===== config.mk =====
export PLATFORM = sky130hd
export DESIGN_NAME = otpc_host
export DESIGN_NICKNAME = d
export VERILOG_FILES = /design/src/inc/otpc_pkg.sv /design/src/inc/otpc_cyc_if.sv /design/src/hdl/otpc_bus_engine.sv /design/src/hdl/otpc_host.sv
export VERILOG_INCLUDE_DIRS = /design/src /design/src/inc
export SDC_FILE = /design/constraint.sdc
export NUM_CORES = 1
export LEC_CHECK = 0
export BUFFER_PORTS_ARGS = -buffer_cell sky130_fd_sc_hd__buf_2
export CAP_MARGIN = 10
export CORE_MARGIN = 8
export CORE_UTILIZATION = 54
export DETAILED_ROUTE_END_ITERATION = 10
export GPL_TIMING_DRIVEN = 0
export PLACE_DENSITY_LB_ADDON = 0.12
export SLEW_MARGIN = 10
export SYNTH_ARGS = -nofsm -noshare
export SYNTH_HDL_FRONTEND = slang
export SYNTH_HIERARCHICAL = 1
export SYNTH_SLANG_ARGS = --single-unit

===== constraint.sdc =====
create_clock -name i_clock -period 2.4 [get_ports i_clock]
set_input_delay 0.48 -clock i_clock [delete_from_list [all_inputs] [get_ports i_clock]]
set_output_delay 0.48 -clock i_clock [all_outputs]
set_load 0.01 [all_outputs]

===== src/inc/otpc_regs.svh =====
// Command codes, unlock prefix, identification address bits and bus timing of the OTP ROM
`ifndef OTPC_REGS_SVH
`define OTPC_REGS_SVH

// Unlock prefix, decoded on the low fifteen address lines only
`define OTPC_UNLOCK1_ADDR 15'h5555
`define OTPC_UNLOCK1_DATA 8'haa
`define OTPC_UNLOCK2_ADDR 15'h2aaa
`define OTPC_UNLOCK2_DATA 8'h55
`define OTPC_CMD_ADDR     15'h5555

// Third-cycle command codes
`define OTPC_CMD_READ_RESET 8'hf0
`define OTPC_CMD_ID_READ    8'h90
`define OTPC_CMD_PROGRAM    8'ha0
`define OTPC_CMD_STATUS     8'h70
`define OTPC_CMD_CLEAR      8'h50

// Identification address bits
`define OTPC_ID_A0_BIT 0
`define OTPC_ID_A1_BIT 1

// Clock rate and bus timing in ns
`define OTPC_CLK_MHZ    100
`define OTPC_T_ACC_NS   120
`define OTPC_T_PULSE_NS 100
`define OTPC_T_SETUP_NS 20
`define OTPC_T_HOLD_NS  20

// Least times round up to whole cycles
`define OTPC_NS2CYC(ns) ((((ns) * `OTPC_CLK_MHZ) + 999) / 1000)
`define OTPC_ACC_CYC    5'(`OTPC_NS2CYC(`OTPC_T_ACC_NS))
`define OTPC_PULSE_CYC  5'(`OTPC_NS2CYC(`OTPC_T_PULSE_NS))
`define OTPC_SETUP_CYC  5'(`OTPC_NS2CYC(`OTPC_T_SETUP_NS))
`define OTPC_HOLD_CYC   5'(`OTPC_NS2CYC(`OTPC_T_HOLD_NS))

`endif


===== src/inc/otpc_pkg.sv =====
// Types shared by the OTP ROM host controller
package otpc_pkg;

  // Host operations
  typedef enum logic [2:0] {
    OP_ARRAY_READ = 3'h0,
    OP_RESET_READ = 3'h1,
    OP_ID_READ    = 3'h2,
    OP_PROGRAM    = 3'h3,
    OP_STATUS     = 3'h4,
    OP_CLEAR      = 3'h5,
    OP_HV_ID_READ = 3'h6
  } otpc_op_t;

  // Read path the device is believed to point at
  typedef enum logic [1:0] {
    MODE_ARRAY  = 2'h0,
    MODE_ID     = 2'h1,
    MODE_STATUS = 2'h2
  } otpc_mode_t;

  // Command sequencer states
  typedef enum logic [5:0] {
    SQ_IDLE  = 6'h01,
    SQ_UNLK1 = 6'h02,
    SQ_UNLK2 = 6'h04,
    SQ_CMD   = 6'h08,
    SQ_LAST  = 6'h10,
    SQ_DONE  = 6'h20
  } otpc_sq_t;

  // Bus cycle engine states
  typedef enum logic [4:0] {
    EN_IDLE   = 5'h01,
    EN_SETUP  = 5'h02,
    EN_STROBE = 5'h04,
    EN_HOLD   = 5'h08,
    EN_DONE   = 5'h10
  } otpc_en_t;

endpackage


===== src/inc/otpc_cyc_if.sv =====
// One bus cycle request between sequencer and bus cycle engine
`timescale 1ns/1ns
interface otpc_cyc_if;
  logic        req;
  logic        wr;
  logic [19:0] addr;
  logic        lsb;
  logic [15:0] wdata;
  logic        byte_mode;
  logic        hv_id;
  logic        done;
  logic [15:0] rdata;

  modport seq (output req, wr, addr, lsb, wdata, byte_mode, hv_id,
               input done, rdata);
  modport eng (input req, wr, addr, lsb, wdata, byte_mode, hv_id,
               output done, rdata);
endinterface


===== src/hdl/otpc_bus_engine.sv =====
// Bus cycle engine: one timed read or write cycle on the ROM pins
`timescale 1ns/1ns
`include "otpc_regs.svh"
module otpc_bus_engine (
  input  wire logic   i_clock,
  input  wire logic   i_sys_rst,
  input  wire logic   i_clk_en,
  otpc_cyc_if.eng     cyc,
  output logic [19:0] o_addr,
  output logic        o_ce_n,
  output logic        o_oe_n,
  output logic        o_word_sel,
  output logic        o_vpp_en,
  output logic        o_a9_hv,
  input  wire logic [14:0] i_q,
  output logic [14:0] o_q,
  output logic        o_q_oe,
  input  wire logic   i_top,
  output logic        o_top,
  output logic        o_top_oe
);

  otpc_pkg::otpc_en_t state, next_state;
  logic [4:0]  cnt, next_cnt;
  logic        wr, next_wr;
  logic [19:0] addr, next_addr;
  logic        lsb, next_lsb;
  logic [15:0] wdata, next_wdata;
  logic        bmode, next_bmode;
  logic        hv, next_hv;
  logic [15:0] rdata, next_rdata;

  //////////////////////////////////////////////////////////////////////////
  // Next-state logic of the cycle
  always_comb begin
    next_state = state;
    next_cnt   = cnt;
    next_wr    = wr;
    next_addr  = addr;
    next_lsb   = lsb;
    next_wdata = wdata;
    next_bmode = bmode;
    next_hv    = hv;
    next_rdata = rdata;
    unique case (state)
      otpc_pkg::EN_IDLE: begin
        if (cyc.req) begin
          next_wr    = cyc.wr;
          next_addr  = cyc.addr;
          next_lsb   = cyc.lsb;
          next_wdata = cyc.wdata;
          next_bmode = cyc.byte_mode;
          next_hv    = cyc.hv_id;
          next_cnt   = `OTPC_SETUP_CYC;
          next_state = otpc_pkg::EN_SETUP;
        end
      end
      otpc_pkg::EN_SETUP: begin
        // Address settles before chip enable falls
        if (cnt <= 5'h01) begin
          next_cnt   = wr ? `OTPC_PULSE_CYC : `OTPC_ACC_CYC;
          next_state = otpc_pkg::EN_STROBE;
        end else begin
          next_cnt = cnt - 5'h01;
        end
      end
      otpc_pkg::EN_STROBE: begin
        if (cnt <= 5'h01) begin
          // Sample only after full access time; upper byte idle in byte mode
          if (!wr) begin
            next_rdata = bmode ? {8'h00, i_q[7:0]} : {i_top, i_q};
          end
          next_cnt   = `OTPC_HOLD_CYC;
          next_state = otpc_pkg::EN_HOLD;
        end else begin
          next_cnt = cnt - 5'h01;
        end
      end
      otpc_pkg::EN_HOLD: begin
        // Data stays on the pins past the rising chip enable
        if (cnt <= 5'h01) begin
          next_state = otpc_pkg::EN_DONE;
        end else begin
          next_cnt = cnt - 5'h01;
        end
      end
      otpc_pkg::EN_DONE: begin
        next_state = otpc_pkg::EN_IDLE;
      end
    endcase
  end

  // Cycle registers; clock enable freezes everything
  always_ff @(posedge i_clock) begin
    if (i_sys_rst) begin
      state <= otpc_pkg::EN_IDLE;
      cnt   <= 5'h00;
      wr    <= 1'b0;
      addr  <= 20'h00000;
      lsb   <= 1'b0;
      wdata <= 16'h0000;
      bmode <= 1'b0;
      hv    <= 1'b0;
      rdata <= 16'h0000;
    end else if (i_clk_en) begin
      state <= next_state;
      cnt   <= next_cnt;
      wr    <= next_wr;
      addr  <= next_addr;
      lsb   <= next_lsb;
      wdata <= next_wdata;
      bmode <= next_bmode;
      hv    <= next_hv;
      rdata <= next_rdata;
    end
  end

  //////////////////////////////////////////////////////////////////////////
  // Pin drive from registered state
  logic active;
  assign active     = (state != otpc_pkg::EN_IDLE);
  // Address latched by falling chip enable, data by rising edge
  assign o_ce_n     = (state != otpc_pkg::EN_STROBE);
  // Read strobe only on reads, held high through writes
  assign o_oe_n     = !(state == otpc_pkg::EN_STROBE && !wr);
  assign o_addr     = addr;
  assign o_word_sel = !bmode;
  assign o_vpp_en   = active && wr;
  assign o_a9_hv    = active && hv;
  // All fifteen low data pins driven for the whole write cycle
  assign o_q        = wdata[14:0];
  assign o_q_oe     = active && wr;
  // Top pin is the byte address in byte mode, data bit 15 on word writes
  assign o_top      = bmode ? lsb : wdata[15];
  assign o_top_oe   = bmode || (active && wr);
  assign cyc.done   = (state == otpc_pkg::EN_DONE);
  assign cyc.rdata  = rdata;

endmodule


===== src/hdl/otpc_host.sv =====
// Host controller that issues command sequences and bus cycles to the ROM
`timescale 1ns/1ns
`include "otpc_regs.svh"
module otpc_host (
  input  wire logic        i_clock,
  input  wire logic        i_sys_rst,
  input  wire logic        i_clk_en,
  input  wire logic        i_req,
  input  wire logic [2:0]  i_op,
  input  wire logic [19:0] i_addr,
  input  wire logic        i_byte_lsb,
  input  wire logic        i_byte_mode,
  input  wire logic [15:0] i_wdata,
  output logic             o_ready,
  output logic             o_done,
  output logic [15:0]      o_rdata,
  output logic [1:0]       o_read_mode,
  output logic [19:0]      o_addr,
  output logic             o_ce_n,
  output logic             o_oe_n,
  output logic             o_word_sel,
  output logic             o_vpp_en,
  output logic             o_a9_hv,
  input  wire logic [14:0] i_q,
  output logic [14:0]      o_q,
  output logic             o_q_oe,
  input  wire logic        i_top,
  output logic             o_top,
  output logic             o_top_oe
);

  otpc_cyc_if cyc ();

  otpc_pkg::otpc_sq_t   state, next_state;
  otpc_pkg::otpc_op_t   op, next_op;
  otpc_pkg::otpc_mode_t mode, next_mode;
  logic [19:0] addr, next_addr;
  logic        lsb, next_lsb;
  logic        bmode, next_bmode;
  logic [15:0] wdata, next_wdata;
  logic [15:0] rdata, next_rdata;
  logic        done, next_done;
  logic [7:0]  cmd_code;

  //////////////////////////////////////////////////////////////////////////
  // Third-cycle code for the held operation
  always_comb begin
    unique case (op)
      otpc_pkg::OP_RESET_READ: cmd_code = `OTPC_CMD_READ_RESET;
      otpc_pkg::OP_ID_READ:    cmd_code = `OTPC_CMD_ID_READ;
      otpc_pkg::OP_PROGRAM:    cmd_code = `OTPC_CMD_PROGRAM;
      otpc_pkg::OP_STATUS:     cmd_code = `OTPC_CMD_STATUS;
      otpc_pkg::OP_CLEAR:      cmd_code = `OTPC_CMD_CLEAR;
      default:                 cmd_code = 8'h00;
    endcase
  end

  //////////////////////////////////////////////////////////////////////////
  // Cycle request per sequencer state
  always_comb begin
    cyc.req       = 1'b0;
    cyc.wr        = 1'b1;
    cyc.addr      = 20'h00000;
    cyc.lsb       = 1'b0;
    cyc.wdata     = 16'h0000;
    cyc.byte_mode = bmode;
    cyc.hv_id     = 1'b0;
    unique case (state)
      otpc_pkg::SQ_IDLE: begin
      end
      otpc_pkg::SQ_UNLK1: begin
        // Upper address lines held low; only A0..A14 count
        cyc.req   = 1'b1;
        cyc.addr  = {5'h00, `OTPC_UNLOCK1_ADDR};
        cyc.wdata = {8'h00, `OTPC_UNLOCK1_DATA};
      end
      otpc_pkg::SQ_UNLK2: begin
        cyc.req   = 1'b1;
        cyc.addr  = {5'h00, `OTPC_UNLOCK2_ADDR};
        cyc.wdata = {8'h00, `OTPC_UNLOCK2_DATA};
      end
      otpc_pkg::SQ_CMD: begin
        cyc.req   = 1'b1;
        cyc.addr  = {5'h00, `OTPC_CMD_ADDR};
        cyc.wdata = {8'h00, cmd_code};
      end
      otpc_pkg::SQ_LAST: begin
        // Last cycle, fourth after a prefix, only one for plain reads: program write, else a read at the user address, A0 only for high-voltage id
        cyc.req   = 1'b1;
        cyc.wr    = (op == otpc_pkg::OP_PROGRAM);
        cyc.addr  = addr;
        cyc.lsb   = lsb;
        cyc.wdata = wdata;
        if (op == otpc_pkg::OP_HV_ID_READ) begin
          // Codes chosen by A0 with A1 low while A9 sits at high voltage
          cyc.hv_id = 1'b1;
          cyc.addr  = 20'h00000;
          cyc.addr[`OTPC_ID_A0_BIT] = addr[`OTPC_ID_A0_BIT];
        end
      end
      otpc_pkg::SQ_DONE: begin
      end
    endcase
  end

  //////////////////////////////////////////////////////////////////////////
  // Sequencer next state
  always_comb begin
    next_state = state;
    next_op    = op;
    next_mode  = mode;
    next_addr  = addr;
    next_lsb   = lsb;
    next_bmode = bmode;
    next_wdata = wdata;
    next_rdata = rdata;
    next_done  = 1'b0;
    unique case (state)
      otpc_pkg::SQ_IDLE: begin
        if (i_req) begin
          next_op    = otpc_pkg::otpc_op_t'(i_op);
          next_addr  = i_addr;
          next_lsb   = i_byte_lsb;
          next_bmode = i_byte_mode;
          next_wdata = i_wdata;
          // Plain reads need no prefix; the device starts in array read
          if (i_op == otpc_pkg::OP_ARRAY_READ ||
              i_op == otpc_pkg::OP_HV_ID_READ) begin
            next_state = otpc_pkg::SQ_LAST;
          end else begin
            next_state = otpc_pkg::SQ_UNLK1;
          end
        end
      end
      otpc_pkg::SQ_UNLK1: begin
        if (cyc.done) begin
          next_state = otpc_pkg::SQ_UNLK2;
        end
      end
      otpc_pkg::SQ_UNLK2: begin
        if (cyc.done) begin
          next_state = otpc_pkg::SQ_CMD;
        end
      end
      otpc_pkg::SQ_CMD: begin
        if (cyc.done) begin
          // Clear status ends after its third write
          if (op == otpc_pkg::OP_CLEAR) begin
            next_state = otpc_pkg::SQ_DONE;
          end else begin
            next_state = otpc_pkg::SQ_LAST;
          end
          // Track where the device read path now points
          unique case (op)
            otpc_pkg::OP_RESET_READ: next_mode = otpc_pkg::MODE_ARRAY;
            otpc_pkg::OP_ID_READ:    next_mode = otpc_pkg::MODE_ID;
            otpc_pkg::OP_PROGRAM:    next_mode = otpc_pkg::MODE_STATUS;
            otpc_pkg::OP_STATUS:     next_mode = otpc_pkg::MODE_STATUS;
            default:                 next_mode = mode;
          endcase
        end
      end
      otpc_pkg::SQ_LAST: begin
        if (cyc.done) begin
          next_rdata = (op == otpc_pkg::OP_PROGRAM) ? 16'h0000 : cyc.rdata;
          next_state = otpc_pkg::SQ_DONE;
        end
      end
      otpc_pkg::SQ_DONE: begin
        next_done  = 1'b1;
        next_state = otpc_pkg::SQ_IDLE;
      end
    endcase
  end

  // Sequencer registers; power-up view is array read
  always_ff @(posedge i_clock) begin
    if (i_sys_rst) begin
      state <= otpc_pkg::SQ_IDLE;
      op    <= otpc_pkg::OP_ARRAY_READ;
      mode  <= otpc_pkg::MODE_ARRAY;
      addr  <= 20'h00000;
      lsb   <= 1'b0;
      bmode <= 1'b0;
      wdata <= 16'h0000;
      rdata <= 16'h0000;
      done  <= 1'b0;
    end else if (i_clk_en) begin
      state <= next_state;
      op    <= next_op;
      mode  <= next_mode;
      addr  <= next_addr;
      lsb   <= next_lsb;
      bmode <= next_bmode;
      wdata <= next_wdata;
      rdata <= next_rdata;
      done  <= next_done;
    end
  end

  //////////////////////////////////////////////////////////////////////////
  // User side outputs
  assign o_ready     = (state == otpc_pkg::SQ_IDLE);
  assign o_done      = done;
  assign o_rdata     = rdata;
  assign o_read_mode = mode;

  // Pin timing lives in the engine
  otpc_bus_engine u_engine (
    .i_clock    (i_clock),
    .i_sys_rst  (i_sys_rst),
    .i_clk_en   (i_clk_en),
    .cyc        (cyc.eng),
    .o_addr     (o_addr),
    .o_ce_n     (o_ce_n),
    .o_oe_n     (o_oe_n),
    .o_word_sel (o_word_sel),
    .o_vpp_en   (o_vpp_en),
    .o_a9_hv    (o_a9_hv),
    .i_q        (i_q),
    .o_q        (o_q),
    .o_q_oe     (o_q_oe),
    .i_top      (i_top),
    .o_top      (o_top),
    .o_top_oe   (o_top_oe)
  );

endmodule


==> impl_metrics.json <==
{
  "worstPathRequired_ns": 1.92,
  "via_per_inst": 5.52,
  "route.detailed.drc": 0,
  "finalWorstPathRequiredPeriod_ns": 2.34,
  "synth_seq_area_share": 0.463,
  "pin_count": 124,
  "ir_drop_uv": 490,
  "synthMuxAreaShare": 0.0265,
  "ys_warn_count": 6,
  "die_width_um": 119,
  "multi_input_area_mm2": 0.00274,
  "p_per_area_mw_per_mm2": 753,
  "start_util": 0.556,
  "vias": 5530,
  "synth-compound-area-share": 0.189,
  "dp_hpwl_um": 11800,
  "overflow": 0,
  "drv_slew": 0,
  "first_global_vias": 5454,
  "wl_per_cell_um": 16.2,
  "dpl_cell_area_mm2": 0.00649,
  "layout_commonest_cell": "nand2_1",
  "place.gp.congestion": 0.909,
  "run_status": "completed",
  "hold_path_class": "in -> reg",
  "dp_cells": 967,
  "setup_viol": 0,
  "yosys.cell_types.count": 63,
  "drive_gt1_frac": 0.258,
  "hold_viol_final": 0,
  "tritoncts": "done",
  "post-route-period-util": 0.974,
  "n_fill_cell": 883,
  "slew_headroom": 0.506,
  "synth_xor_area_frac": 0.00920,
  "die_y_um": 119,
  "drtIter0Drc": 431,
  "routed_wl_um": 16200,
  "instances_no_fill": 1001,
  "layout_common_cells": "177 x nand2_1, 129 x dfxtp_1, 128 x buf_2",
  "grt_max_degree": 17,
  "crit_arrival_ns": 1.86,
  "path_class": "reg -> out",
  "final_antenna_net_count": 0,
  "cts_hold_buf": 0,
  "io_buffers": 122,
  "clock_sinks": 132,
  "synthFlopType": "dfxtp_1",
  "cp-end-kind": "output pin",
  "rsz0062_at_grt": "no",
  "startpoint_type": "flip-flop",
  "power_leakage_nw": 3.06,
  "syn_area_mm2": 0.00571,
  "synth_cells": 709,
  "rows": 37,
  "final_core_util": 0.699,
  "design_area_mm2": 0.00718,
  "htree_levels": 4,
  "synthAdderAreaFrac": 0.00438,
  "groute.usage.overall": 0.228,
  "synth-edff-count": 0,
  "clk_latency_ns": 0.54,
  "skew_ns": 0.00627,
  "clk_pin_slew_ns": 0.06,
  "area_delta_synth_final_pct": 25.8,
  "cts_buffers": 17,
  "grt_first_pass_wirelength_um": 26200,
  "register_area_mm2": 0.00265,
  "drt-pass1-iter-count": 5,
  "fin_nets": 915,
  "clockBufferDepth": 2,
  "cts-root-buf": "clkbuf_8",
  "avgSynthCellArea_um2": 8.06,
  "antenna_found_initial": 0,
  "worstMarginPinSlew_ns": 0.741,
  "synthesis.nets": 772,
  "clock.fmax_mhz": 428,
  "core_mm2": 0.0103,
  "crit_path_max_fanout": 7,
  "die_area_mm2": 0.0141,
  "maxCapViolCount": 0,
  "synth-async-reset-ratio": 0,
  "diodes": 0,
  "synth_top_family_by_area": "simple AND/OR/NAND/NOR gates",
  "yosys.area_share.simple": 0.242,
  "ys_ff_latch": 132
}
synthesized netlist by cell type, types with 4 or more instances:
master | n | area [um^2]
nand2_1 | 178 | 668
dfxtp_1 | 132 | 2640
a21oi_1 | 95 | 475
nor2_1 | 50 | 188
clkbuf_1 | 36 | 135
a21o_1 | 18 | 135
a22oi_1 | 17 | 128
buf_4 | 17 | 128
nand3_1 | 15 | 75.1
mux2i_1 | 14 | 140
nand2b_1 | 12 | 75.1
and3_1 | 11 | 68.8
o21ai_0 | 10 | 50.1
and2_1 | 9 | 56.3
inv_1 | 8 | 30.0
buf_2 | 7 | 35.0
a21oi_2 | 5 | 43.8
nor3_1 | 5 | 25.0
a211oi_1 | 4 | 30.0
power by group:
part           leakage (nW)  total (W)  internal, W  switching [W]
clock network         0.296    0.00268      0.00171       0.000971
logic                  1.70   0.000454     0.000159       0.000295
registers              1.07    0.00228      0.00224      0.0000382
total                  3.06    0.00541      0.00411        0.00130
cell families (layout without fill, tap and decap cells):
| family | Yosys count | count (layout) |
|---|---|---|
| AOI/OAI and AO/OA | 173 | 173 |
| buffers and inverters | 74 | 230 |
| adders and majority gates | 2 | 2 |
| DFF | 132 | 132 |
| xor gates and xnor gates | 6 | 6 |
| muxes | 15 | 15 |
| and+or+nand+nor | 307 | 307 |
through the flow:
stage	total power [W]	worst slack, ns	hold slack [ns]	setup TNS [ns]
floorplan	0.00260	0.375	0.432	0
global placement	0.00275	-0.0744	0.438	-1.33
detailed placement	0.00276	-0.175	0.443	-2.34
CTS	0.00541	-0.00280	0.158	-0.00280
global route	0.00559	0.000219	0.176	0
finish	0.00541	0.0615	0.177	0
critical path: stages (launching register included):
cell and delay [ns]:
dfxtp_1 0.39, nor3_4 0.26, nand2_2 0.09, and2_4 0.17
or2_2 0.27, buf_2 0.14
area by class of cell:
class                      count  share of cell area
multi-input combinational    503               0.381
clock inverter                14              0.0258
clock buffer                  18              0.0596
buffer                        64              0.0491
timing repair buffer         124              0.0871
sequential                   132               0.368
tap                          136              0.0237
inverter                      10             0.00522
worst paths after layout:
path                                   startpoint             endpoint  slack, ns  cells past startpoint
worst max-delay path            u_engine/state[4]             o_top_oe       0.06                      5
worst min-delay path                   i_addr[14]             addr[14]       0.18                      3
worst max register to register           state[0]  u_engine/o_addr[16]       0.16                      8
worst min register to register          wdata[13]            wdata[13]       0.45                      2
what timing repair did:
item                       CTS  global route
gates cloned                 0             0
gates resized for setup      7            25
setup endpoints to repair   51            62
pin swaps                    1             3
setup buffers                0             2
flip-flops by register name, summed over array words and instances (netlist names), 2 cells and up:
register            count
state                   6
o_read_mode             2
o_rdata                16
u_engine/cnt            5
addr                   20
u_engine/o_addr        20
u_engine/state          5
wdata                  16
u_engine/wdata         16
op                      3
u_engine/cyc.rdata     16
metal layers:
metal  GRT usage  vias to the layer above  share of wire
li1            -                     2687              -
met1       0.277                     2576           0.43
met2       0.365                      222           0.47
met3      0.0647                       45          0.072
met4       0.111                        0          0.030
met5           0                        -              0
Note: power is estimated with default switching activity, not from simulation.
